<file path="src/watchdog_pkg_unused_guard.sv">
// intentionally minimal: no further content
`timescale 1ns/1ps

</file>
<file path="src/watchdog_pkg.sv">
// constants, register map and carrier types of the watchdog block
package watchdog_pkg;
   localparam int unsigned CLK_PERIOD_NS   = 20;
   localparam int unsigned RST_PULSE_NS    = 320;
   localparam int unsigned RST_PULSE_CYC   = (RST_PULSE_NS + CLK_PERIOD_NS - 1) / CLK_PERIOD_NS;
   localparam logic [4:0]  RST_PULSE_LAST  = 5'(RST_PULSE_CYC - 1);

   localparam logic [7:0] OFS_WDA_BASE   = 8'h00;
   localparam logic [7:0] OFS_WDB_BASE   = 8'h10;
   localparam logic [1:0] SUB_CTRL       = 2'h0;
   localparam logic [1:0] SUB_LOAD       = 2'h1;
   localparam logic [1:0] SUB_WIN        = 2'h2;
   localparam logic [1:0] SUB_SERVICE    = 2'h3;
   localparam logic [7:0] OFS_RCV_CTRL   = 8'h20;
   localparam logic [7:0] OFS_RCV_LOAD   = 8'h24;
   localparam logic [7:0] OFS_RCV_SERV   = 8'h28;
   localparam logic [7:0] OFS_STATUS     = 8'h30;
   localparam logic [7:0] OFS_INT_EN     = 8'h34;
   localparam logic [7:0] OFS_INT_CLR    = 8'h38;
   localparam logic [7:0] OFS_CAUSE      = 8'h3c;

   localparam logic [31:0] WD_LOAD_RST   = 32'hffff_ffff;
   localparam logic [31:0] WD_WIN_RST    = 32'hffff_ffff;
   localparam logic [15:0] RCV_LOAD_RST  = 16'hffff;
   localparam int unsigned ST_W          = 5;
   localparam int unsigned ST_TO_A       = 0;
   localparam int unsigned ST_TO_B       = 1;
   localparam int unsigned ST_TO_RCV     = 2;
   localparam int unsigned ST_EARLY_A    = 3;
   localparam int unsigned ST_EARLY_B    = 4;

   typedef enum logic [1:0] {
      CLK_SCALED_SYS = 2'b00,
      CLK_RTC        = 2'b01,
      CLK_PMC        = 2'b10
   } wd_clk_sel_t;

   // ctrl word: bit0 enable, bit1 window, bits3:2 clock, bits31:16 prescale
   typedef struct packed {
      logic [15:0] presc;
      logic [11:0] rsvd;
      logic [1:0]  sel;
      logic        win;
      logic        en;
   } wd_ctrl_t;
   localparam wd_ctrl_t WD_CTRL_RST = '0;
endpackage

</file>
<file path="src/watchdog_top.sv">
// two windowed watchdogs and one recovery watchdog behind an apb slave
//
// The implementer's own choices: register access over APB and the placing of the registers.
`timescale 1ns/1ps

// Functional notes
// - 32-bit prescaled counters; expiry resets system
// - missed or out-of-window service means timeout
// - per-timer reset-cause flag on windowed expiry
// - per-timer clock: scaled sysclk, rtc, pmc
// - 16-bit recovery counter resets system
// - dedicated reset-cause flag for recovery expiry
// - recovery dog counts ring oscillator only
module watchdog_top
   import watchdog_pkg::*;
(
   input  wire logic        CLK_SYS,    // system clock, 50 MHz
   input  wire logic        RST_N,      // async reset, active low
   input  wire logic        PSEL,       // apb select
   input  wire logic        PENABLE,    // apb access phase
   input  wire logic        PWRITE,     // apb direction
   input  wire logic [7:0]  PADDR,      // apb byte address
   input  wire logic [31:0] PWDATA,     // apb write data
   output logic      [31:0] PRDATA,     // apb read data
   output logic             PREADY,     // apb ready
   output logic             PSLVERR,    // apb error on unmapped address
   input  wire logic        RTC_CLK,    // real-time clock pin
   input  wire logic        PMC_CLK,    // power-management clock pin
   input  wire logic        RING_CLK,   // 8 khz ring oscillator
   output logic             SYS_RESET,  // system reset request, high
   output logic             IRQ         // level interrupt
);

   // pin synchronisers: rtc, pmc, ring
   logic [2:0] sync1_reg;
   logic [2:0] sync2_reg;
   logic [2:0] sync3_reg;
   logic [2:0] lvl_reg;
   logic [2:0] lvl_next;
   logic [2:0] tick;

   // a level counts once stages two and three agree
   // rising edge of the filtered level is one source tick
   assign lvl_next = (sync2_reg == sync3_reg) ? sync3_reg : lvl_reg;
   assign tick     = lvl_next & ~lvl_reg;

   always_ff @(posedge CLK_SYS or negedge RST_N)
   begin
      if (!RST_N)
      begin
         sync1_reg <= 3'h0;
         sync2_reg <= 3'h0;
         sync3_reg <= 3'h0;
         lvl_reg   <= 3'h0;
      end
      else
      begin
         sync1_reg <= {RING_CLK, PMC_CLK, RTC_CLK};
         sync2_reg <= sync1_reg;
         sync3_reg <= sync2_reg;
         lvl_reg   <= lvl_next;
      end
   end

   // tick of the selected source; code 11 keeps the dog stopped
   function automatic logic src_tick(input logic [1:0] sel, input logic [2:0] t);
      case (sel)
         CLK_SCALED_SYS: src_tick = 1'b1;
         CLK_RTC:        src_tick = t[0];
         CLK_PMC:        src_tick = t[1];
         default:        src_tick = 1'b0;
      endcase
   endfunction

   // apb decode
   logic        pready_reg;
   logic [31:0] prdata_reg;
   logic        pslverr_reg;
   logic        setup_done;
   logic        wr_acc;
   logic        in_dog;
   logic        dog_idx;
   logic [1:0]  dog_sub;
   logic        mapped;
   logic [31:0] rd_mux;

   // one wait state: pready follows the first access cycle
   assign setup_done = PSEL & PENABLE & ~pready_reg;
   // writes land at the edge where pready is seen high
   assign wr_acc     = PSEL & PENABLE & pready_reg & PWRITE;
   assign in_dog     = (PADDR[7:5] == 3'h0) & (PADDR[1:0] == 2'h0);
   assign dog_idx    = PADDR[4];
   assign dog_sub    = PADDR[3:2];
   assign mapped     = in_dog | (PADDR == OFS_RCV_CTRL) | (PADDR == OFS_RCV_LOAD)
                     | (PADDR == OFS_RCV_SERV) | (PADDR == OFS_STATUS)
                     | (PADDR == OFS_INT_EN) | (PADDR == OFS_INT_CLR)
                     | (PADDR == OFS_CAUSE);

   // windowed watchdogs
   wd_ctrl_t    ctrl_reg   [2];
   logic [31:0] load_reg   [2];
   logic [31:0] win_reg    [2];
   logic [31:0] cnt_reg    [2];
   logic [15:0] pre_reg    [2];
   logic [1:0]  wd_expire;
   logic [1:0]  wd_early;

   for (genvar g = 0; g < 2; g++)
   begin : g_dog
      logic sel_me;
      logic wr_ctrl;
      logic serv_wr;
      logic in_win;
      logic src;
      logic pre_wrap;
      logic cnt_step;
      logic restart;

      assign sel_me   = in_dog & (dog_idx == 1'(g));
      assign wr_ctrl  = wr_acc & sel_me & (dog_sub == SUB_CTRL);
      assign serv_wr  = wr_acc & sel_me & (dog_sub == SUB_SERVICE) & ctrl_reg[g].en;
      // counter runs down, so service is legal at or below win
      assign in_win   = ~ctrl_reg[g].win | (cnt_reg[g] <= win_reg[g]);
      assign src      = ctrl_reg[g].en & src_tick(ctrl_reg[g].sel, tick);
      assign pre_wrap = src & (pre_reg[g] == ctrl_reg[g].presc);
      assign cnt_step = pre_wrap;
      assign wd_early[g]  = serv_wr & ~in_win;
      assign wd_expire[g] = (cnt_step & (cnt_reg[g] == 32'h0)) | wd_early[g];
      // disabled dogs sit at load, ready for the next enable
      assign restart  = wr_ctrl | serv_wr | wd_expire[g] | ~ctrl_reg[g].en;

      always_ff @(posedge CLK_SYS or negedge RST_N)
      begin
         if (!RST_N)
         begin
            ctrl_reg[g] <= WD_CTRL_RST;
            load_reg[g] <= WD_LOAD_RST;
            win_reg[g]  <= WD_WIN_RST;
            cnt_reg[g]  <= WD_LOAD_RST;
            pre_reg[g]  <= 16'h0;
         end
         else
         begin
            if (wr_ctrl)
               ctrl_reg[g] <= wd_ctrl_t'(PWDATA & 32'hffff_000f);
            if (wr_acc & sel_me & (dog_sub == SUB_LOAD))
               load_reg[g] <= PWDATA;
            if (wr_acc & sel_me & (dog_sub == SUB_WIN))
               win_reg[g] <= PWDATA;
            if (restart)
            begin
               cnt_reg[g] <= load_reg[g];
               pre_reg[g] <= 16'h0;
            end
            else if (src)
            begin
               pre_reg[g] <= pre_wrap ? 16'h0 : pre_reg[g] + 16'h1;
               if (cnt_step)
                  cnt_reg[g] <= cnt_reg[g] - 32'h1;
            end
         end
      end
   end

   // recovery watchdog
   logic        rcv_en_reg;
   logic [15:0] rcv_load_reg;
   logic [15:0] rcv_cnt_reg;
   logic        rcv_serv;
   logic        rcv_expire;
   logic        rcv_restart;

   // no window here: any enabled service restarts the count
   assign rcv_serv    = wr_acc & (PADDR == OFS_RCV_SERV) & rcv_en_reg;
   assign rcv_expire  = rcv_en_reg & tick[2] & (rcv_cnt_reg == 16'h0);
   assign rcv_restart = rcv_serv | rcv_expire | ~rcv_en_reg
                      | (wr_acc & (PADDR == OFS_RCV_CTRL));

   always_ff @(posedge CLK_SYS or negedge RST_N)
   begin
      if (!RST_N)
      begin
         rcv_en_reg   <= 1'b0;
         rcv_load_reg <= RCV_LOAD_RST;
         rcv_cnt_reg  <= RCV_LOAD_RST;
      end
      else
      begin
         if (wr_acc & (PADDR == OFS_RCV_CTRL))
            rcv_en_reg <= PWDATA[0];
         if (wr_acc & (PADDR == OFS_RCV_LOAD))
            rcv_load_reg <= PWDATA[15:0];
         if (rcv_restart)
            rcv_cnt_reg <= rcv_load_reg;
         else if (tick[2])
            rcv_cnt_reg <= rcv_cnt_reg - 16'h1;
      end
   end

   // status, interrupt, reset cause and reset pulse
   logic [ST_W-1:0] status_reg;
   logic [ST_W-1:0] int_en_reg;
   logic [ST_W-1:0] st_set;
   logic [ST_W-1:0] st_clr;
   logic [2:0]      cause_reg;
   logic [2:0]      cause_clr;
   logic            any_expire;
   logic [4:0]      rst_cnt_reg;
   logic            sys_reset_reg;
   logic            irq_reg;

   assign st_set     = {wd_early, rcv_expire, wd_expire};
   assign st_clr     = (wr_acc & (PADDR == OFS_INT_CLR)) ? PWDATA[ST_W-1:0] : '0;
   assign cause_clr  = (wr_acc & (PADDR == OFS_CAUSE)) ? PWDATA[2:0] : 3'h0;
   assign any_expire = |wd_expire | rcv_expire;

   always_ff @(posedge CLK_SYS or negedge RST_N)
   begin
      if (!RST_N)
      begin
         status_reg    <= '0;
         int_en_reg    <= '0;
         cause_reg     <= 3'h0;
         rst_cnt_reg   <= 5'h0;
         sys_reset_reg <= 1'b0;
         irq_reg       <= 1'b0;
      end
      else
      begin
         // set wins over a clear written in the same cycle
         status_reg <= (status_reg & ~st_clr) | st_set;
         if (wr_acc & (PADDR == OFS_INT_EN))
            int_en_reg <= PWDATA[ST_W-1:0];
         cause_reg <= (cause_reg & ~cause_clr) | {rcv_expire, wd_expire};
         irq_reg   <= |(((status_reg & ~st_clr) | st_set) & int_en_reg);
         // a new expiry restarts the full-length reset pulse
         if (any_expire)
         begin
            sys_reset_reg <= 1'b1;
            rst_cnt_reg   <= RST_PULSE_LAST;
         end
         else if (rst_cnt_reg != 5'h0)
            rst_cnt_reg <= rst_cnt_reg - 5'h1;
         else
            sys_reset_reg <= 1'b0;
      end
   end

   // apb read mux and answer
   always_comb
   begin
      rd_mux = 32'h0;
      // service offsets read back the live count
      if (in_dog)
      begin
         case (dog_sub)
            SUB_CTRL:    rd_mux = 32'(ctrl_reg[dog_idx]);
            SUB_LOAD:    rd_mux = load_reg[dog_idx];
            SUB_WIN:     rd_mux = win_reg[dog_idx];
            default:     rd_mux = cnt_reg[dog_idx];
         endcase
      end
      else
      begin
         case (PADDR)
            OFS_RCV_CTRL: rd_mux = {31'h0, rcv_en_reg};
            OFS_RCV_LOAD: rd_mux = {16'h0, rcv_load_reg};
            OFS_RCV_SERV: rd_mux = {16'h0, rcv_cnt_reg};
            OFS_STATUS:   rd_mux = {27'h0, status_reg};
            OFS_INT_EN:   rd_mux = {27'h0, int_en_reg};
            OFS_CAUSE:    rd_mux = {29'h0, cause_reg};
            default:      rd_mux = 32'h0;
         endcase
      end
   end

   always_ff @(posedge CLK_SYS or negedge RST_N)
   begin
      if (!RST_N)
      begin
         pready_reg  <= 1'b0;
         prdata_reg  <= 32'h0;
         pslverr_reg <= 1'b0;
      end
      else
      begin
         pready_reg  <= setup_done;
         pslverr_reg <= setup_done & ~mapped;
         // read data held until the next read
         if (setup_done & ~PWRITE)
            prdata_reg <= rd_mux;
      end
   end

   assign PREADY    = pready_reg;
   assign PRDATA    = prdata_reg;
   assign PSLVERR   = pslverr_reg;
   assign SYS_RESET = sys_reset_reg;
   assign IRQ       = irq_reg;

endmodule // watchdog_top

</file>
<file path="config.mk">
export PLATFORM = sky130hd
export DESIGN_NAME = watchdog_top
export DESIGN_NICKNAME = d
export VERILOG_FILES = /design/src/watchdog_pkg_unused_guard.sv /design/src/watchdog_pkg.sv /design/src/watchdog_top.sv
export SDC_FILE = /design/constraint.sdc
export NUM_CORES = 1
export LEC_CHECK = 0
export BUFFER_PORTS_ARGS = -buffer_cell sky130_fd_sc_hd__clkbuf_2
export CORE_MARGIN = 3
export CORE_UTILIZATION = 55
export DETAILED_ROUTE_END_ITERATION = 7
export HOLD_SLACK_MARGIN = 0.02
export PLACE_DENSITY = 0.72
export REMOVE_ABC_BUFFERS = 1
export SETUP_SLACK_MARGIN = 0.3
export SYNTH_ARGS = -nofsm -noshare
export SYNTH_HDL_FRONTEND = slang
export SYNTH_SLANG_ARGS = --single-unit
</file>
<file path="constraint.sdc">
create_clock -name CLK_SYS -period 3.3 [get_ports CLK_SYS]
set_input_delay 0.66 -clock CLK_SYS [delete_from_list [all_inputs] [get_ports CLK_SYS]]
set_output_delay 0.66 -clock CLK_SYS [all_outputs]
set_load 0.1 [all_outputs]
</file>
# --- Yosys cells after proc, flatten, opt, wreduce, memory -nomap -nowiden ---
# Cells that the tools add are included.
word_totals:
  input_bits: 48
  out_inout_bits: 36
  register_bits: 363
classes:
  n_addsub: 6
  n_bitwise: 80
  n_mux: 38
  n_reduce_logical: 19
  order_cmp: 3
  n_eq_ne: 18
ops:
  columns: ["op", "count"]
  rows:
  - ["two-way mux 32 bit", 19]
  - ["two-way mux 16 bit", 8]
  - ["one-hot mux 16 bit (6 select lines)", 1]
  - ["one-hot mux 32 bit (3 select lines)", 1]
  - ["less-or-equal comparator 32 bit", 2]
  - ["zero test 32 bit", 2]
  - ["subtractor 32 x 1 -> 32 bit (second input constant)", 2]
  - ["equality test 8 x 6 -> 1 bit (second input constant)", 7]
  - ["AND 1 bit", 38]
  - ["adder 16 x 1 -> 16 bit (second input constant)", 2]
  - ["equality test 16 bit", 2]
  - ["OR 1 bit", 21]
  - ["zero test 16 bit", 1]
  - ["subtractor 16 x 1 -> 16 bit (second input constant)", 1]
  - ["two-way mux 5 bit", 3]
  - ["nonzero test 2 bit", 6]
  - ["NOT 1 bit", 11]
  - ["AND 5 bit", 2]
  - ["equality test 2 bit (second input constant)", 4]
  - ["zero test 2 bit", 4]
  - ["AND 3 bit", 2]
  - ["equality test 2 x 1 -> 1 bit (second input constant)", 3]
  - ["two-way mux 3 bit", 2]
  - ["NOT 3 bit", 2]
  - ["15 further kinds", 18]

# --- Depth between registers and ports, before layout ---
depth:
  word_depth: 12
  mapped_depth: 11
  depth_no_buf: 9

# --- Least setup slack after synthesis ---
# No wires, ideal clock.
synth_timing:
  kind: "in2reg"
  startpoint: "input PADDR[6]"
  endpoint: "register cnt_reg[59] in the netlist's numbering"
  arrival_time_ns: 2.674
  slack_ns: 0.541
  setup_ns: 0.085
  n_path_buf: 2
  stages: 9
  t_required_ns: 3.215
  path_cell_list: "or4_1 > nor2_1 > nand3_1 > a41oi_1 > o21ai_0 > nand3_2 > buf_6 > buf_12 > mux2_1"
synth_between:
  elab_chain_len: 12
  elab_cells_between_ends: 16
  classes_between: "mux: 1; bitwise: 11; reduce/logical: 4"
synth_rtl:
  columns: ["item", "line", "text"]
  rows:
  - ["start, declared", "watchdog_top.sv:22", "input wire logic [7:0] PADDR,"]
  - ["zero test 3 bit (*)", "watchdog_top.sv:91", "assign in_dog = (PADDR[7:5] == 3'h0) & (PADDR[1:0] == 2'h0);"]
  - ["AND 1 bit (*)", "watchdog_top.sv:91", null]
  - ["AND 1 bit (*)", "watchdog_top.sv:119", "assign sel_me = in_dog & (dog_idx == 1'(g));"]
  - ["AND 1 bit (*)", "watchdog_top.sv:120, watchdog_top.sv:121", null]
  - ["AND 1 bit (2 in a row)", "watchdog_top.sv:121", "assign serv_wr = wr_acc & sel_me & (dog_sub == SUB_SERVICE) & ctrl_reg[g].en;"]
  - ["AND 1 bit", "watchdog_top.sv:127", "assign wd_early[g] = serv_wr & ~in_win;"]
  - ["OR 1 bit", "watchdog_top.sv:128", "assign wd_expire[g] = (cnt_step & (cnt_reg[g] == 32'h0)) | wd_early[g];"]
  - ["OR 1 bit (*) (2 in a row)", "watchdog_top.sv:130", "assign restart = wr_ctrl | serv_wr | wd_expire[g] | ~ctrl_reg[g].en;"]
  - ["nonzero test 2 bit (no source line)", null, null]
  - ["AND reduction 2 bit (no source line)", null, null]
  - ["end signal, assigned by index", "watchdog_top.sv:152", "cnt_reg[g] <= load_reg[g];"]
  - ["end signal, assigned by index", "watchdog_top.sv:159", "cnt_reg[g] <= cnt_reg[g] - 32'h1;"]
  - ["end, declared", "watchdog_top.sv:103", "logic [31:0] cnt_reg [2];"]
# Mark *: on every way between the ends. The rest lies on a longest branch, timed or not.
# A chain may end at the register's enable or synchronous reset.

# --- Worst setup path in the final report ---
layout_timing:
  startpoint: "register win_reg[14] in the netlist's numbering"
  endpoint: "register rst_cnt_reg[1]"
layout_between:
  elab_chain_len: 8
  elab_cells_between_ends: 9
  classes_between: "order compare: 1; mux: 1; bitwise: 5; reduce/logical: 2"
layout_rtl:
  columns: ["item", "line", "text"]
  rows:
  - ["start, declared", "watchdog_top.sv:102", "logic [31:0] win_reg [2];"]
  - ["start signal, assigned by index", "watchdog_top.sv:138", "win_reg[g] <= WD_WIN_RST;"]
  - ["start signal, assigned by index", "watchdog_top.sv:149", "win_reg[g] <= PWDATA;"]
  - ["less-or-equal comparator 32 bit (*)", "watchdog_top.sv:123", "assign in_win = ~ctrl_reg[g].win | (cnt_reg[g] <= win_reg[g]);"]
  - ["OR 1 bit (*)", "watchdog_top.sv:123", null]
  - ["NOT 1 bit (*)", "watchdog_top.sv:127", null]
  - ["AND 1 bit (*)", "watchdog_top.sv:127", null]
  - ["OR 1 bit (*)", "watchdog_top.sv:128", null]
  - ["OR reduction 2 bit (*)", "watchdog_top.sv:215", "assign any_expire = |wd_expire | rcv_expire;"]
  - ["OR 1 bit (*)", "watchdog_top.sv:215", null]
  - ["two-way mux 5 bit / nonzero test 2 bit (equally long branches)", null, null]
  - ["end signal, assigned", "watchdog_top.sv:243", "rst_cnt_reg <= rst_cnt_reg - 5'h1;"]
  - ["end, declared", "watchdog_top.sv:208", "logic [4:0] rst_cnt_reg;"]
# Marks and branches as above.

==> results by group <==
Drt
  • Total iterations of the first detailed-routing run: 6
  • Post-Route WL: 55100 µm
  • Met3 Routed Length: 4190 µm
  • Routed Antenna Nets: 0
  • Via density per instance: 6.24
  • Routed met2 length: 25700 µm
  • DR vias: 15100
  • DRC: 0
  • DR iter-0 viols: 1418
  • Routed WL per cell: 22.7 µm
  • Uppermost routed layer: met4
  • Met1 Wirelength: 23400 µm

Timing
  • WHS: 0.0364 ns
  • Fmax: 320 MHz
  • Final setup violation count: 0
  • Final period util: 94.7%
  • Worst slew pin tran: 1.09 ns
  • Slew margin rel.: 27.3%
  • RSZ-0062 raised after global routing: yes
  • Worst Skew: 0.0204 ns
  • Slew Limit Fails: 0
  • Tmin final: 3.13 ns
  • Final hold vios: 0

Yosys
  • Top-count cell post-synth: dfstp_2
  • Synth async-reset ratio: 100%
  • Post-synthesis sequential area ratio: 46.9%
  • Synth Warn #: 0
  • Post-synth top cells: 224 x dfstp_2, 188 x mux2_2, 168 x nand2_1
  • Main synth FF type: dfstp_2
  • Yosys cell types: 69
  • Synth Cell Area: 20000 µm²
  • Top cells by area, synth: dfstp_2 29%, dfrtp_1 17%, mux2_2 11%, mux4_2 5.3%, ha_1 4.4%
  • EDFF count, synth: 0
  • Post-synth top area share: 29.5%
  • Mapped Cells: 1818
  • Largest area contributor in the netlist: dfstp_2
  • Mapped Avg Cell Area: 11.0 µm²
  • Synth Register Bits: 363

Hold path
  • Tightest Hold Check Type: primary input to async pin

Clock tree
  • Root Driver: clkbuf_16
  • Clock tree from TritonCTS: yes
  • Cts bufs inserted: 41
  • CTS max path bufs: 3
  • Htree depth: 2
  • Clock Latency Late Sink: 0.57 ns
  • CTS sink count: 363
  • CTS clk-pin slew, worst paths: 0.06 ns
  • CTS Hold Buffers Added: 0

Die
  • Die Ht: 197 µm
  • Core area: 35700 µm²
  • Starting Density: 56.0%
  • Die ar.: 38600 µm²
  • Io pins: 84
  • Die width: 197 µm
  • Num rows: 69

Setup path
  • Crit path top cell by count: nand4_1
  • Critical-path cell list: inv_2, ha_4, nand4_1, or4_4, o211ai_1, a31oi_2, nor3_2, nand4_1, buf_4, nand2b_4
  • WP data arrival: 3.56 ns
  • Critical Path Sink Type: flop
  • Slowest CP cell: or4_4
  • Reg2Reg Setup Slack: 0.17 ns
  • Critical path type: flop to flop
  • Critical path required time: 3.73 ns
  • Crit path largest cell delay: 0.64 ns
  • Crit-path max FO: 4
  • Critical path startpoint category: flop

Layout
  • Area Growth Syn to Fin: 14.1%
  • Layout cell share with drive strength beyond 1: 36.6%
  • Post-route cell area: 22800 µm²
  • Fin util: 63.9%
  • Layout Nets: 2048
  • Multi-input logic area: 10100 µm²
  • # diodes: 0
  • Register Area: 9360 µm²
  • Fillers: 2735

Status
  • Status: finished clean

Global route
  • GRT Resource Usage Total: 28.2%
  • Vias in the first global route: 15000
  • Initial antenna violation count: 0
  • First-pass GRT wire length: 85600 µm
  • Largest net degree at the start of global routing: 86
  • GRT overflow: 0

Flow run
  • Max Cap Viol: 0

Pwr
  • Static Leak: 9.96 nW
  • Pwr dens: 438 nW/µm²
  • VDD IR-drop max: 0.342 mV

Placed design
  • PortBufs: 83
  • GPL Wtd Cong: 0.941
  • Hpwl dp: 37900 µm
  • Dpl cell area: 21300 µm²
[layer usage]
layer	track usage, %	vias to the layer above
met5	0	-
met4	9.45	0
met3	5.30	124
met2	44.3	594
met1	40.0	7647
li1	-	6763
[where the power goes]
group | switching [mW] | leakage (nW) | internal, mW
Combinational | 0.531 | 5.10 | 0.282
Clock | 1.84 | 0.667 | 2.73
Sequential | 0.0614 | 4.19 | 4.55
[cell families (layout without fill, tap and decap cells)]
kind of cell	after synthesis	after routing	synth area share (%)
AO/OA/AOI/OAI	266	266	7.92
XOR/XNOR	140	140	6.14
adder cells (fa/ha/maj)	71	71	4.45
buffers and inverters	171	314	3.47
flip-flops	363	363	46.9
multiplexers	269	269	17.6
AND/OR/NAND/NOR	538	539	13.5
[cell type report]
| class | count | area share (%) |
|---|---|---|
| Multi-Input combinational cell | 1285 | 44.2 |
| Sequential cell | 363 | 41.1 |
| Clock buffer | 72 | 5.86 |
| Timing Repair Buffer | 154 | 4.83 |
| Tap cell | 461 | 2.53 |
| Inverter | 84 | 1.38 |
| Clock inverter | 4 | 0.115 |
[worst paths after layout]
| path | startpoint | endpoint | cells after the start |
|---|---|---|---|
| worst max-delay path | win_reg[14] | rst_cnt_reg[1] | 10 |
| worst min-delay path | RST_N | PRDATA[26] | 1 |
| worst max register to register | win_reg[14] | rst_cnt_reg[1] | 10 |
| worst min register to register | sync1_reg[1] | sync2_reg[1] | 0 |
| max in group asynchronous | RST_N | rcv_load_reg[13] | 2 |
| min in group CLK_SYS | RING_CLK | sync1_reg[2] | 1 |
[what timing repair did]
action                                  CTS  global route
pin swaps                                 2            12
endpoints found under the setup margin    7            29
resized for setup                         4            15
buffers inserted                          4             4
cloned                                    0             1
[cells in the final DEF, fill, tap and decap left out, types with 13 or more instances in the layout]
| master | synthesis | routed |
|---|---|---|
| nand3_1 | 48 | 48 |
| clkbuf_8 | 0 | 15 |
| nand2_1 | 168 | 167 |
| o21ai_0 | 106 | 105 |
| dfrtp_1 | 139 | 139 |
| mux4_2 | 47 | 47 |
| a21oi_1 | 90 | 90 |
| nor2_1 | 130 | 125 |
| ha_1 | 71 | 68 |
| clkbuf_16 | 0 | 43 |
| mux2_2 | 188 | 188 |
| nor4_1 | 28 | 26 |
| clkbuf_1 | 51 | 14 |
| xor2_1 | 81 | 81 |
| dfstp_2 | 224 | 224 |
| a221oi_1 | 13 | 13 |
| clkbuf_2 | 0 | 80 |
| buf_4 | 2 | 62 |
| nand4_1 | 32 | 32 |
| inv_1 | 84 | 81 |
| nor3_1 | 39 | 36 |
| mux2i_1 | 30 | 30 |
| xnor2_1 | 59 | 59 |
[critical path: cells and delay by family (launching register included)]
family	cells	cell delay, ns
AO/OA/AOI/OAI	2	0.34
AND/OR/NAND/NOR	5	1.58
adder cells (fa/ha/maj)	1	0.27
flip-flops	1	0.53
buffers and inverters	2	0.26
[metrics by stage]
step	power, mW	worst slack [ns]	setup TNS, ns	std cells
2_1_floorplan	5.07	-0.978	-95.75	1731
3_3_place_gp	5.43	0.145	0	2338
3_5_place_dp	5.45	0.0235	0	2338
4_1_cts	10.0	0.300	0	2418
5_1_grt	10.3	0.0518	0	2423
6_report	10.0	0.173	0	2423
Note: power is estimated with default switching activity, not from simulation.
